<file path="config.mk">
export PLATFORM = sky130hd
export DESIGN_NAME = adc_hpf_routing_invert
export DESIGN_NICKNAME = d
export VERILOG_FILES = /design/src/rtl/adc_hpf_routing_invert.v
export VERILOG_INCLUDE_DIRS = /design/src /design/src/inc
export SDC_FILE = /design/constraint.sdc
export NUM_CORES = 1
export LEC_CHECK = 0
export ABC_AREA = 1
export BUFFER_PORTS_ARGS = -buffer_cell sky130_fd_sc_hd__buf_2
export CORE_ASPECT_RATIO = 1.4
export CORE_MARGIN = 2
export CORE_UTILIZATION = 58
export CTS_CLUSTER_SIZE = 10
export DETAILED_ROUTE_END_ITERATION = 7
export PLACE_DENSITY = 0.88
export SYNTH_ARGS = -nofsm -noshare
export SYNTH_HDL_FRONTEND = slang
export SYNTH_SLANG_ARGS = --single-unit
</file>
<file path="constraint.sdc">
create_clock -name pclk -period 12.95 [get_ports pclk]
set_input_delay 0.6475 -clock pclk [delete_from_list [all_inputs] [get_ports pclk]]
set_output_delay 0.6475 -clock pclk [all_outputs]
set_load 0.005 [all_outputs]
</file>
<file path="src/inc/adc_hpf_consts.vh">
// Register map, field positions, reset values and filter constants for the
// ADC high pass filter, polarity and slot routing block.
// Assumes 24-bit two's-complement samples and an APB register port.
`ifndef ADC_HPF_CONSTS_VH
`define ADC_HPF_CONSTS_VH

// Register indices; byte address is four times the index
`define IDX_THERM      6'h02
`define IDX_SRC        6'h04
`define IDX_FILT       6'h0e
`define IDX_IRQ_STAT   6'h10
`define IDX_IRQ_MASK   6'h11

// Field positions
`define THERM_EN_BIT   14
`define SRC_L_BIT      15
`define SRC_R_BIT      14
`define HPF_EN_BIT     8
`define CUT_HI         6
`define CUT_LO         5
`define INV_L_BIT      1
`define INV_R_BIT      0
`define STAT_HOT_BIT   0
`define STAT_SAT_BIT   1
`define STAT_LVL_BIT   8

// Writable field masks and reset values
`define THERM_MASK     16'h4000
`define SRC_MASK       16'hc000
`define FILT_MASK      16'h0163
`define IRQ_MASK_BITS  2'h3
`define THERM_RESET    16'h4000
`define SRC_RESET      16'h4000
`define FILT_RESET     16'h0100

// Cut-off codes and their feedback shifts
`define CUT_HIFI       2'h0
`define CUT_VOICE1     2'h1
`define CUT_VOICE2     2'h2
`define CUT_VOICE3     2'h3
`define SHIFT_HIFI     4'hb
`define SHIFT_VOICE1   4'h4
`define SHIFT_VOICE2   4'h3
`define SHIFT_VOICE3   4'h2

// Sample format
`define FRAC           12
`define SMIN           24'h800000
`define SMAX           24'h7fffff

`endif

</file>
<file path="src/rtl/adc_hpf_routing_invert.v">
// ADC record path back end: per-channel high pass filter, polarity
// inversion, slot crossbar, thermal status and APB registers.
// Assumes one clock, synchronous inputs and a one-cycle sample strobe at fs.
//
// Register access over APB was chosen for this implementation.
`timescale 1ns/1ns
`include "adc_hpf_consts.vh"

module hpf_chan (
    input  wire               pclk,        // System clock
    input  wire               presetn,     // Async reset, active low
    input  wire               strobe,      // One pulse per sample
    input  wire               hpf_on,      // Filter enable
    input  wire [1:0]         cut,         // Cut-off code
    input  wire signed [23:0] x,           // Input sample
    output reg  signed [23:0] y_q          // Filtered sample
);
    reg  signed [35:0] dc_q;
    reg         [3:0]  sh;
    wire signed [24:0] diff;
    wire signed [23:0] ys;
    wire signed [35:0] step;

    assign diff = {x[23], x} - {dc_q[35], dc_q[35:`FRAC]};
    assign ys   = (diff[24] != diff[23]) ?
                  {diff[24], {23{~diff[24]}}} : diff[23:0];
    // Shift per sample, so fc tracks fs for every code
    // Signed shift: a plain concatenation would shift in zeros
    assign step = $signed({ys, {`FRAC{1'b0}}}) >>> sh;

    always @* begin
        case (cut)
            `CUT_HIFI:   sh = `SHIFT_HIFI;
            `CUT_VOICE1: sh = `SHIFT_VOICE1;
            `CUT_VOICE2: sh = `SHIFT_VOICE2;
            `CUT_VOICE3: sh = `SHIFT_VOICE3;
            default:     sh = `SHIFT_HIFI;
        endcase
    end

    always @(posedge pclk or negedge presetn) begin
        if (!presetn) begin
            dc_q <= 36'h000000000;
            y_q  <= 24'h000000;
        end else if (strobe) begin
            if (hpf_on) begin
                dc_q <= dc_q + step;
                y_q  <= ys;
            end else begin
                // Clear the estimate so re-enable starts clean
                dc_q <= 36'h000000000;
                y_q  <= x;
            end
        end
    end
endmodule // hpf_chan

// Polarity stage for one channel
module pol_invert #(
    parameter W = 24                      // Sample width
) (
    input  wire         inv,              // Invert request
    input  wire [W-1:0] din,              // Sample in
    output wire [W-1:0] dout,             // Sample out
    output wire         sat               // Most negative code was clamped
);
    localparam [W-1:0] MOST_NEG = {1'b1, {(W-1){1'b0}}};
    localparam [W-1:0] MOST_POS = {1'b0, {(W-1){1'b1}}};
    localparam [W-1:0] ZERO     = {W{1'b0}};

    // Plain negation would wrap the most negative code back onto itself
    assign sat  = inv & (din == MOST_NEG);
    assign dout = !inv ? din : (sat ? MOST_POS : (ZERO - din));
endmodule // pol_invert

// One software control register with write mask and reset value
module ctrl_reg #(
    parameter [15:0] RESET = 16'h0000,    // Value after reset
    parameter [15:0] MASK  = 16'hffff     // Writable bits
) (
    input  wire        pclk,              // System clock
    input  wire        presetn,           // Async reset, active low
    input  wire        we,                // Write strobe
    input  wire [15:0] wdata,             // Write data
    output reg  [15:0] value_q            // Register contents
);
    // Reserved bits stay zero whatever software writes
    always @(posedge pclk or negedge presetn) begin
        if (!presetn) begin
            value_q <= RESET;
        end else if (we) begin
            value_q <= wdata & MASK;
        end
    end
endmodule // ctrl_reg

// Overview of operation
// - The high pass filter acts only while its enable bit 8 is set, reset 1.
// - Bits 6:5 pick the cut-off, code 00 at reset being hi-fi DC removal.
// - Codes 01, 10 and 11 pick voice modes 1 to 3 with rising cut-off.
// - Cut-off scales with sample rate, 3.4 Hz in hi-fi at 44.1 kHz.
// - Left slot carries left ADC when bit 15 is 0, right when 1, reset 0.
// - Right slot carries left ADC when bit 14 is 0, right when 1, reset 1.
// - Bit 1 set inverts left ADC samples, clear passes them, reset clear.
// - Bit 0 set inverts right ADC samples, clear passes them, reset clear.
// - The thermal sensor runs only while bit 14 is set, reset 1.
// - Thermal status goes to a pin, a readable register and an interrupt.
module adc_hpf_routing_invert (
    input  wire        pclk,             // 20 MHz clock
    input  wire        presetn,          // Async reset, active low
    input  wire        psel,             // APB select
    input  wire        penable,          // APB enable
    input  wire        pwrite,           // APB direction
    input  wire [7:0]  paddr,            // APB byte address
    input  wire [31:0] pwdata,           // APB write data
    output reg  [31:0] prdata,           // APB read data
    output reg         pready,           // APB ready
    output reg         pslverr,          // APB error, unmapped address
    input  wire        sample_strobe,    // One pulse per sample at fs
    input  wire [23:0] adc_left,         // Left ADC sample
    input  wire [23:0] adc_right,        // Right ADC sample
    output reg  [23:0] aif_left,         // Left interface slot
    output reg  [23:0] aif_right,        // Right interface slot
    output reg         aif_valid,        // Slot data valid pulse
    input  wire        temp_hot,         // Raw sensor over-temperature
    output reg         thermal_sensor_enable, // Sensor power enable
    output reg         temp_ok,          // Status pin, high when cool
    output reg         irq               // Level interrupt
);
    wire [15:0] therm_q;
    wire [15:0] src_q;
    wire [15:0] filt_q;
    reg  [1:0]  stat_q;
    reg  [1:0]  stat_d;
    reg  [1:0]  mask_q;
    reg         hot_q;
    reg         filt_vld_q;
    reg  [31:0] rdata_d;
    reg         hit_d;
    wire [23:0] left_f;
    wire [23:0] right_f;
    wire [23:0] left_i;
    wire [23:0] right_i;
    wire        sat_l;
    wire        sat_r;
    wire        hot_d;
    wire        wr_go;
    wire [5:0]  idx;

    assign idx   = paddr[7:2];
    assign wr_go = psel & penable & pready & pwrite;

    hpf_chan u_hpf_left (
        .pclk    (pclk),
        .presetn (presetn),
        .strobe  (sample_strobe),
        .hpf_on  (filt_q[`HPF_EN_BIT]),
        .cut     (filt_q[`CUT_HI:`CUT_LO]),
        .x       (adc_left),
        .y_q     (left_f)
    );

    hpf_chan u_hpf_right (
        .pclk    (pclk),
        .presetn (presetn),
        .strobe  (sample_strobe),
        .hpf_on  (filt_q[`HPF_EN_BIT]),
        .cut     (filt_q[`CUT_HI:`CUT_LO]),
        .x       (adc_right),
        .y_q     (right_f)
    );

    // Inversion per ADC, ahead of the slot crossbar
    pol_invert #(
        .W    (24)
    ) u_inv_left (
        .inv  (filt_q[`INV_L_BIT]),
        .din  (left_f),
        .dout (left_i),
        .sat  (sat_l)
    );

    pol_invert #(
        .W    (24)
    ) u_inv_right (
        .inv  (filt_q[`INV_R_BIT]),
        .din  (right_f),
        .dout (right_i),
        .sat  (sat_r)
    );

    ctrl_reg #(
        .RESET (`THERM_RESET),
        .MASK  (`THERM_MASK)
    ) u_therm_reg (
        .pclk    (pclk),
        .presetn (presetn),
        .we      (wr_go && idx == `IDX_THERM),
        .wdata   (pwdata[15:0]),
        .value_q (therm_q)
    );

    ctrl_reg #(
        .RESET (`SRC_RESET),
        .MASK  (`SRC_MASK)
    ) u_src_reg (
        .pclk    (pclk),
        .presetn (presetn),
        .we      (wr_go && idx == `IDX_SRC),
        .wdata   (pwdata[15:0]),
        .value_q (src_q)
    );

    ctrl_reg #(
        .RESET (`FILT_RESET),
        .MASK  (`FILT_MASK)
    ) u_filt_reg (
        .pclk    (pclk),
        .presetn (presetn),
        .we      (wr_go && idx == `IDX_FILT),
        .wdata   (pwdata[15:0]),
        .value_q (filt_q)
    );

    // Sensor reads as cool while disabled
    assign hot_d = therm_q[`THERM_EN_BIT] & temp_hot;

    always @* begin
        stat_d = stat_q;
        if (wr_go && idx == `IDX_IRQ_STAT) begin
            stat_d = stat_q & ~pwdata[1:0];
        end
        // Set beats a same-cycle clear
        if (hot_d & ~hot_q) begin
            stat_d[`STAT_HOT_BIT] = 1'b1;
        end
        if (filt_vld_q & (sat_l | sat_r)) begin
            stat_d[`STAT_SAT_BIT] = 1'b1;
        end
    end

    always @* begin
        rdata_d = 32'h00000000;
        hit_d   = 1'b1;
        case (idx)
            `IDX_THERM:    rdata_d[15:0] = therm_q;
            `IDX_SRC:      rdata_d[15:0] = src_q;
            `IDX_FILT:     rdata_d[15:0] = filt_q;
            `IDX_IRQ_STAT: begin
                rdata_d[1:0] = stat_q;
                rdata_d[`STAT_LVL_BIT] = hot_q;
            end
            `IDX_IRQ_MASK: rdata_d[1:0] = mask_q;
            default:       hit_d = 1'b0;
        endcase
    end

    // Zero-wait APB: data is captured in setup, ready shows in access
    always @(posedge pclk or negedge presetn) begin
        if (!presetn) begin
            pready  <= 1'b0;
            pslverr <= 1'b0;
            prdata  <= 32'h00000000;
        end else begin
            pready  <= psel & ~penable;
            pslverr <= psel & ~penable & ~hit_d;
            prdata  <= (psel & ~penable & ~pwrite) ?
                       rdata_d : 32'h00000000;
        end
    end

    always @(posedge pclk or negedge presetn) begin
        if (!presetn) begin
            mask_q <= 2'h0;
        end else if (wr_go && idx == `IDX_IRQ_MASK) begin
            mask_q <= pwdata[1:0] & `IRQ_MASK_BITS;
        end
    end

    always @(posedge pclk or negedge presetn) begin
        if (!presetn) begin
            stat_q                <= 2'h0;
            irq                   <= 1'b0;
            hot_q                 <= 1'b0;
            temp_ok               <= 1'b1;
            thermal_sensor_enable <= 1'b1;
        end else begin
            stat_q                <= stat_d;
            irq                   <= |(stat_d & mask_q);
            hot_q                 <= hot_d;
            temp_ok               <= ~hot_d;
            thermal_sensor_enable <= therm_q[`THERM_EN_BIT];
        end
    end

    // Slot crossbar, one cycle behind the filter
    always @(posedge pclk or negedge presetn) begin
        if (!presetn) begin
            filt_vld_q <= 1'b0;
            aif_valid  <= 1'b0;
            aif_left   <= 24'h000000;
            aif_right  <= 24'h000000;
        end else begin
            filt_vld_q <= sample_strobe;
            aif_valid  <= filt_vld_q;
            if (filt_vld_q) begin
                aif_left  <= src_q[`SRC_L_BIT] ? right_i : left_i;
                aif_right <= src_q[`SRC_R_BIT] ? right_i : left_i;
            end
        end
    end
endmodule // adc_hpf_routing_invert

</file>
======== Word level (Yosys, flattened, before mapping) ========
Cells that the tools add are included.
Widths: inputs -> output; s select.
storage, ports and cells
  bits in registers ....................... 204
  bits of input ports ..................... 95
  output and inout bits ................... 86
  word-level logic and storage cells ...... 92
operators by class
  $add $sub $neg .......................... 6
  equality and inequality tests ........... 12
  shifts and indexed selects .............. 2
  muxes and demuxes ....................... 22
  bitwise logic cells ..................... 22
  reduce and logical (&&, ||, !) cells .... 8
operators with widths
  kind                   number
  $mux 24                10
  $add 36x36->36         2
  $mux 36                2
  $sshr 36x4->36         2
  $sub 24x24->25         2
  $eq 24x24->1 const B   2
  $sub 1x24->24 const A  2
  $mux 16                1
  $pmux 4 s4             1
  $pmux 7 s2             1
  $eq 6x5->1 const B     2
  $and 1x1->1            11
  $not 1->1              7
  $eq 6x2->1 const B     1
  $eq 6x3->1 const B     1
  $eq 6x4->1 const B     1
  $pmux 2 s3             1
  $logic_and 1x1->1      5
  $mux 5                 1
  $reduce_or 5->1        1
  $and 2x2->2            2
  $eq 2x2->1 const B     2
  $mux 1                 3
  $eq 2x1->1 const B     1
  other kinds (7)        8

======== Logic depth before layout (Yosys ltp) ========
Gate-level depths: netlist of the first run.
  depth in word-level cells ............... 8
  mapped depth ............................ 36
  gate-level depth less buffers ........... 35

======== Cells and area by module ========
From an unflattened synthesis of the first run, not the netlist that was laid out.
unflattened totals
  cells, all modules ...................... 3273
  area, all modules ....................... 20448.4 sq um
by module, submodules not included
  module                   times used  cells each  area an instance (sq um)  seq. area each (sq um)
  hpf_chan at u_hpf_right  1           1165        7014.2                    1476.4
  hpf_chan at u_hpf_left   1           1148        6921.6                    1476.4
  adc_hpf_routing_invert   1           500         3946.3                    1904.3
  pol_invert               2           191         974.7                     0.0
  ctrl_reg at u_filt_reg   1           33          272.8                     126.4
  ctrl_reg at u_src_reg    1           24          186.4                     51.3
  ctrl_reg at u_therm_reg  1           21          157.7                     26.3

======== Worst setup path after synthesis of the first run ========
Ideal clock, no wire load.
  path type ............................... input port to flip-flop
  start ................................... in adc_right[11]
  end ..................................... reg u_hpf_right.dc_q[34]
  setup time .............................. 0.132 ns
  arrival time ............................ 4.729 ns
  data required time ...................... 12.818 ns
  setup slack ............................. 8.088 ns
  cell stages on the path ................. 32
  buffers on the path ..................... 2
  cells stage by stage .................... ha_1 -> nand2_1 -> inv_1 -> a21oi_1 -> o21ai_0 -> nand2_1 -> nand3_1 -> a31oi_1 -> o21ai_0 -> xor2_1 -> inv_1 -> ha_1 -> buf_2 -> inv_1 -> clkbuf_1 -> nand3_1 -> nand2_1 -> nand2_1 -> nand2_1 -> o21bai_1 -> inv_1 -> ha_1 -> a21oi_1 -> o21a_1 -> inv_1 -> a21oi_1 -> o21ai_0 -> nor2_1 -> nand3_1 -> or2_2 -> nand2_1 -> o21ai_0
on the way
  longest elaborated chain between the ends .. 6
  elaborated cells between the ends (all ways) .. 7
  classes of those cells .................. add/sub (2); eq/ne (1); shift (1); mux (2); bitwise (1)
RTL lines
  item                                            line                                                      text
  start: declaration                              adc_hpf_routing_invert.v:121                              input wire [23:0] adc_right,
  $sub 24x24->25 *                                adc_hpf_routing_invert.v:24                               assign diff = {x[23], x} - {dc_q[35], dc_q[35:`FRAC]};
  $ne 1x1->1 / $not 1->1 (equally long branches)  adc_hpf_routing_invert.v:25, adc_hpf_routing_invert.v:26
  $mux 24 *                                       adc_hpf_routing_invert.v:25                               assign ys = (diff[24] != diff[23]) ?
  $sshr 36x4->36 *                                adc_hpf_routing_invert.v:29                               assign step = $signed({ys, {`FRAC{1'b0}}}) >>> sh;
  $add 36x36->36 *                                adc_hpf_routing_invert.v:47                               dc_q <= dc_q + step;
  $mux 36 *                                       adc_hpf_routing_invert.v:46                               if (hpf_on) begin
  end signal: assignment                          adc_hpf_routing_invert.v:47
  end: declaration                                adc_hpf_routing_invert.v:18                               reg signed [35:0] dc_q;
Mark *: on every way between the ends. The rest lies on a longest branch, timed or not.
A chain may end at the register's enable or synchronous reset.

======== Final worst setup path of the first run ========
  start ................................... reg u_hpf_right.dc_q[23]
  end ..................................... reg u_hpf_right.dc_q[32]
on the way
  longest elaborated chain between the ends .. 6
  elaborated cells between the ends (all ways) .. 7
  classes of those cells .................. add/sub (2); eq/ne (1); shift (1); mux (2); bitwise (1)
RTL lines
  item                                            line
  $sub 24x24->25                                  adc_hpf_routing_invert.v:24
  $ne 1x1->1 / $not 1->1 (equally long branches)  adc_hpf_routing_invert.v:25, adc_hpf_routing_invert.v:26
  $mux 24                                         adc_hpf_routing_invert.v:25
  $sshr 36x4->36                                  adc_hpf_routing_invert.v:29
  $add 36x36->36 *                                adc_hpf_routing_invert.v:47
  $mux 36 *                                       adc_hpf_routing_invert.v:46
Marks and branches as above.

==> impl_metrics.tcl, run 1 <==
set metrics [dict create \
    cp_max_fo 33 \
    yosysMostFrequentCell "nand2_1" \
    syn2layout_area_growth_pct 7.72 \
    cts_tree "built" \
    synth_common_cells "nand2_1, inv_1, nor2_1" \
    htree_levels 4 \
    cts_resized 0 \
    async_flop_share_pct 100 \
    timing.fmax_mhz 149 \
    synth-edff-count 0 \
    run_status "complete, no violations" \
    post-route-drc-count 0 \
    worstPathArrival_ps 7050 \
    tns_ps 0 \
    ant_nets 0 \
    synthTopCellsByArea "dfrtp_1, nand2_1, ha_1, inv_1, nand3_1" \
    yosysSeqAreaShare_pct 26.3 \
    netlist_area_sq_mm 0.0184 \
    hold_buffers 0 \
    clock_latency_ps 470 \
    critical_path_class "flop to flop" \
    syn-instance-count 2952 \
    final.period_utilization_pct 51.7 \
    drive_above_1_share_pct 7.28 \
    grt_pass1_wl_mm 101 \
    slowest_stage "nand3_2" \
    hold_path.class "primary input to async pin" \
    syn_avg_cell_area_sq_um 6.23 \
    critPathMaxStageDelay_ps 710 \
    nets 3247 \
    numClockSinks 193 \
    avgViaCountPerCell 5.98 \
    ys_ff_latch 193 \
    num_io_pins 181 \
    timing.critical_path.from "u_hpf_right.dc_q[23]$_DFFE_PN0P_" \
    post_cts_buffers 0 \
    hpwl_mm 50.9 \
    routed_wl_mm 63.7 \
    die_h_um 215 \
    die-area_sq_mm 0.0332 \
    max_cap_violations 0 \
    start_util_pct 58.6 \
    cts-root-buf "clkbuf_16" \
    yosys_warnings 0 \
    skew_ps 12.8 \
    rsz0062_at_grt "false" \
    tightest_slew_ps 1150 \
    synth.largest_area_cell "dfrtp_1" \
    reg2reg_slack_ps 6250 \
    setup_viol 0 \
    cp-start-kind "flop" \
    antenna_found_initial 1 \
    slew_viol_final 0 \
    die_w_um 154 \
    synth_top_area_share_pct 25.6 \
    holdWs_ps 221 \
    rows 77 \
    r2r_start "u_hpf_right.dc_q[23]$_DFFE_PN0P_" \
    place.gp.congestion 1.02 \
    p_per_area_mw_per_mm2 95.6 \
    vdd_drop_max_mv 0.0727 \
    clock_path_buffers 2 \
    coreArea_sq_mm 0.0314 \
    dr.pass1.iters 6 \
    power_mw 1.89 \
    cp.required_ps 13310 \
    post-route-util_pct 63.1 \
    critical_path.most_common_cell "nand2_1" \
    diodes 0 \
    end_kind "flop" \
    drt_iter0_drc 1702 \
    wl_per_cell_um 18.5 \
    clkTransAtPathRegs_ps 80 \
    grt_max_degree 85 \
    synthFlopType "dfrtp_1" \
    cts_buffers 17 \
    slew-limit-headroom_pct 23.4 \
    hold_viol 0 \
    period_minus_slack_ps 6700 \
    io_buffers 128 \
    track_usage_pct 38.2 \
    p_leak_nw 10.3 \
    yosysUniqueCellTypes 49 \
    vias 20500 \
    grt_overflow 0 \
    first_global_vias 19400 \
]
cells in the final DEF (no fill, tap or decap), types with 39 or more instances in the layout:
| cell | Yosys | layout |
|---|---|---|
| nand2_1 | 890 | 889 |
| inv_1 | 348 | 348 |
| nor2_1 | 279 | 278 |
| nand3_1 | 226 | 226 |
| o21ai_0 | 221 | 221 |
| a21oi_1 | 201 | 201 |
| dfrtp_1 | 188 | 188 |
| buf_2 | 6 | 127 |
| ha_1 | 124 | 124 |
| nand4_1 | 51 | 51 |
| nor3_1 | 39 | 39 |
flip-flops by register name (all words and copies together) (netlist names), 2 cells and up:
register            flops
aif_left               24
aif_right              24
mask_q                  2
prdata                  7
stat_q                  2
u_filt_reg.value_q      5
u_hpf_left.dc_q        35
u_hpf_left.y_q         24
u_hpf_right.dc_q       35
u_hpf_right.y_q        24
u_src_reg.value_q       2
layer usage:
| metal | global-route usage, % | wire length, um |
|---|---|---|
| met1 | 47.8 | 25300 |
| met2 | 64.6 | 30000 |
| met3 | 3.97 | 4860 |
| met4 | 20.5 | 3540 |
| met5 | 0 | 16 |
critical path, delay by kind of cell, from the launching register on:
kind                     cells  cell delay, ps
adder cells (fa/ha/maj)      3            1300
flip-flops                   1             400
XOR/XNOR                     1             200
buffers and inverters        3             220
AO/OA/AOI/OAI                7            2130
AND/OR/NAND/NOR             14            2290
final timing paths:
kind / to / depth (start not counted)
max reg2reg: u_hpf_right.dc_q[32]$_DFFE_PN0P_ / 28
max in group asynchronous: u_hpf_right.dc_q[23]$_DFFE_PN0P_ / 2
min reg2reg: thermal_sensor_enable$_DFF_PN1_ / 0
max: u_hpf_right.dc_q[32]$_DFFE_PN0P_ / 28
min: pready$_DFF_PN0_ / 1
min in group pclk: temp_ok$_DFF_PN1_ / 2
power by group:
group	leakage, nW	switching, mW	total (mW)	internal (mW)
Sequential	2.49	0.0264	0.663	0.637
Combinational	7.54	0.454	0.648	0.194
Clock	0.310	0.284	0.583	0.299
stage by stage:
| stage | instances | instance area [sq um] | worst slack [ps] |
|---|---|---|---|
| 6_report | 3432 | 19800 | 6250 |
| 5_1_grt | 3432 | 19800 | 5770 |
| 4_1_cts | 3432 | 19800 | 6420 |
| 3_5_place_dp | 3400 | 19200 | 6070 |
| 3_3_place_gp | 3400 | 19200 | 6160 |
| 2_1_floorplan | 2978 | 18500 | 8090 |
cells by family (layout without fill, tap and decap cells):
kind of cell	after synthesis	in the layout	share of synthesized area [%]
AO/OA/AOI/OAI	598	598	18.6
XOR/XNOR	23	23	1.10
other	1	27	0.0204
flip-flops	193	193	26.3
multiplexers	1	1	0.0612
adder cells (fa/ha/maj)	128	128	8.87
AND/OR/NAND/NOR	1536	1536	34.7
buffers and inverters	472	531	10.4
cell type report:
cell class / count / area [sq um]
fillers: 3031 / 11600
well taps: 395 / 494
inverters: 356 / 1340
multi-input cells: 2313 / 11700
clock inverters: 15 / 211
clock buffers: 17 / 425
flip-flops and latches: 193 / 4840
repair buffers: 143 / 762
Power figures use the tool's default switching activity.
==> inputs of run 2 (changes only) <==
--- a/config.mk
+++ b/config.mk
@@ -10,10 +10,10 @@
 export BUFFER_PORTS_ARGS = -buffer_cell sky130_fd_sc_hd__buf_2
 export CORE_ASPECT_RATIO = 1.4
 export CORE_MARGIN = 2
-export CORE_UTILIZATION = 58
+export CORE_UTILIZATION = 56
 export CTS_CLUSTER_SIZE = 10
 export DETAILED_ROUTE_END_ITERATION = 7
-export PLACE_DENSITY = 0.88
+export PLACE_DENSITY = 0.89
 export SYNTH_ARGS = -nofsm -noshare
 export SYNTH_HDL_FRONTEND = slang
 export SYNTH_SLANG_ARGS = --single-unit
==> constraint.sdc (replaced) <==
create_clock -name pclk -period 5.58 [get_ports pclk]
set_input_delay 0.279 -clock pclk [delete_from_list [all_inputs] [get_ports pclk]]
set_output_delay 0.279 -clock pclk [all_outputs]
set_load 0.005 [all_outputs]
==> run 2 against run 1 <==
Sequential cell count is the same; die area grew 3.5%; clock skew grew 2.2 ps; combinational power grew to 2.9 times the previous value; cell area grew 9.8%; routed wire length grew 6.4%; setup slack lost 6000 ps; sequential share of layout area shrank 2.2 points; count of clock-buffer cells in the layout is the same; global-route usage grew 1.3 points; highest routed layer unchanged.
==> impl_metrics.tcl, run 2 (synthesized netlist as in run 1, its figures left out) <==
set metrics [dict create \
    run_status "complete, no violations" \
    coreArea_sq_mm 0.0324 \
    reg2reg_slack_ps 230 \
    die_w_um 157 \
    io_buffers 128 \
    slew-limit-headroom_pct 29.9 \
    ant_nets 0 \
    vdd_drop_max_mv 0.189 \
    clkTransAtPathRegs_ps 80 \
    tightest_slew_ps 1050 \
    cts_buffers 17 \
    p_per_area_mw_per_mm2 218 \
    numClockSinks 193 \
    pwr-share-comb_pct 39.9 \
    max_cap_violations 0 \
    fin_ws_ps 228 \
    antenna_found_initial 4 \
    num_io_pins 181 \
    skew_ps 14.9 \
    whs_endpoint "pready$_DFF_PN0_" \
    p_sw_share_pct 38.7 \
    rsz0062_at_grt "false" \
    setup_viol 0 \
    cp-start-kind "flop" \
    final_common_cell "nand2_1" \
    timing.fmax_mhz 187 \
    rows 78 \
    post-route-util_pct 67.1 \
    grt_overflow 0 \
    grt_max_degree 86 \
    critPathMaxStageDelay_ps 400 \
    p_int_mw 2.91 \
    syn2layout_area_growth_pct 18.3 \
    period_minus_slack_ps 5350 \
    critical_path_class "flop to flop" \
    avgViaCountPerCell 5.81 \
    clock_latency_ps 470 \
    r2r_cells 29 \
    hold_path.class "primary input to flop" \
    nets 3479 \
    worstPathArrival_ps 5680 \
    cp_max_fo 12 \
    dr.pass1.iters 6 \
    holdWs_ps 22.6 \
    layout.cells.non_filler 3711 \
    die_h_um 218 \
    routed_wl_mm 67.7 \
    pwr-share-clk_pct 27.6 \
    drive_above_1_share_pct 14.6 \
    nFillCells 2993 \
    clock_path_buffers 2 \
    whs_path_depth 2 \
    cts_tree "built" \
    htree_levels 4 \
    start_util_pct 56.8 \
    dp.cells 3674 \
    r2r_start "u_hpf_right.dc_q[30]$_DFFE_PN0P_" \
    hpwl_mm 54.5 \
    top_regs "u_hpf_left.dc_q x35, u_hpf_right.dc_q x35" \
    drt_iter0_drc 1909 \
    grt_pass1_wl_mm 106 \
    tns_ps 0 \
    die-area_sq_mm 0.0343 \
    post-route-drc-count 0 \
    wl_per_cell_um 18.2 \
    power.switching_mw 1.83 \
    pre_cts_slack_ps 275 \
    track_usage_pct 39.4 \
    final_cell_mix "nand2_1, inv_1, nor2_1" \
    end_kind "flop" \
    final.period_utilization_pct 95.9 \
    r2r_end "u_hpf_right.dc_q[27]$_DFFE_PN0P_" \
    slowest_stage "dfrtp_1" \
    first_global_vias 20400 \
    cts-root-buf "clkbuf_16" \
    pwr-share-seq_pct 32.5 \
    slew_viol_final 0 \
    p_leak_nw 11.5 \
    vias 21600 \
    hold_viol 0 \
    critical_path.most_common_cell "o21ai_0" \
    cp.required_ps 5910 \
    place.gp.congestion 1.02 \
    worstHoldStart "penable" \
]
[run 2: cell types whose count changed in the layout (fill, tap and decap cells not counted), sizes merged]
cell	before	now
buf	142	372
diode	0	2
dlygate4sd3	0	2
clkinvlp	0	1
inv	361	360
[run 2: repair_timing]
| item | CTS | global route |
|---|---|---|
| hold buffers | 2 | 0 |
| endpoints found under the hold margin | 84 | 0 |
| setup endpoints to repair | 0 | 29 |
| gates resized for setup | 0 | 37 |
| setup buffers | 0 | 1 |
[run 2: worst max-delay path by stage]
stage | depth (start not counted) | slack (ps) | end | start
3_5_place_dp | 31 | 270 | u_hpf_left.dc_q[26]$_DFFE_PN0P_ | adc_left[0]
2_1_floorplan | 33 | 1000 | u_hpf_right.dc_q[34]$_DFFE_PN0P_ | u_hpf_right.dc_q[24]$_DFFE_PN0P_
3_3_place_gp | 32 | 380 | u_hpf_left.dc_q[27]$_DFFE_PN0P_ | adc_left[0]
5_1_grt | 30 | 0.3 | u_hpf_right.dc_q[30]$_DFFE_PN0P_ | u_hpf_right.dc_q[30]$_DFFE_PN0P_
6_report | 29 | 230 | u_hpf_right.dc_q[27]$_DFFE_PN0P_ | u_hpf_right.dc_q[30]$_DFFE_PN0P_
4_1_cts | 31 | 350 | u_hpf_left.dc_q[26]$_DFFE_PN0P_ | u_hpf_left.dc_q[19]$_DFFE_PN0P_
[run 2: metal layers]
layer	vias up	track usage, %	wire [um]
li1	10400	-	-
met1	9972	48.3	26800
met2	1002	68.1	32800
met3	218	4.46	4490
met4	2	19.8	3620
met5	-	0	16
[run 2: stage by stage]
step	instance area (sq um)	power [mW]
finish	21700	4.74
global route	21700	5.00
CTS	21600	4.70
detailed placement	21000	3.39
global placement	21000	3.35
floorplan	18500	2.57
[run 2: power by group through the flow]
stage,clock [mW],combinational [mW],sequential (mW)
floorplan,0,1.02,1.55
global placement,0,1.79,1.56
detailed placement,0,1.83,1.56
CTS,1.32,1.84,1.54
global route,1.38,2.07,1.55
finish,1.31,1.89,1.54
[run 2: critical path: cells and delay by family (launching register included)]
kind / cells / cell delay [ps]
XOR/XNOR: 1 / 230
buffers and inverters: 5 / 640
flip-flops: 1 / 400
AO/OA/AOI/OAI: 12 / 2020
adder cells (fa/ha/maj): 3 / 1090
AND/OR/NAND/NOR: 8 / 820
[run 2: layout make-up]
class / count / area [sq um] / area share, %
Antenna cell: 2 / 5.00 / 0.0230
Clock buffer: 17 / 425 / 1.96
Clock inverter: 15 / 196 / 0.903
Inverter: 356 / 1340 / 6.14
Multi-Input combinational cell: 2313 / 11900 / 54.5
Sequential cell: 193 / 4840 / 22.2
Tap cell: 440 / 551 / 2.53
Timing Repair Buffer: 375 / 2540 / 11.7
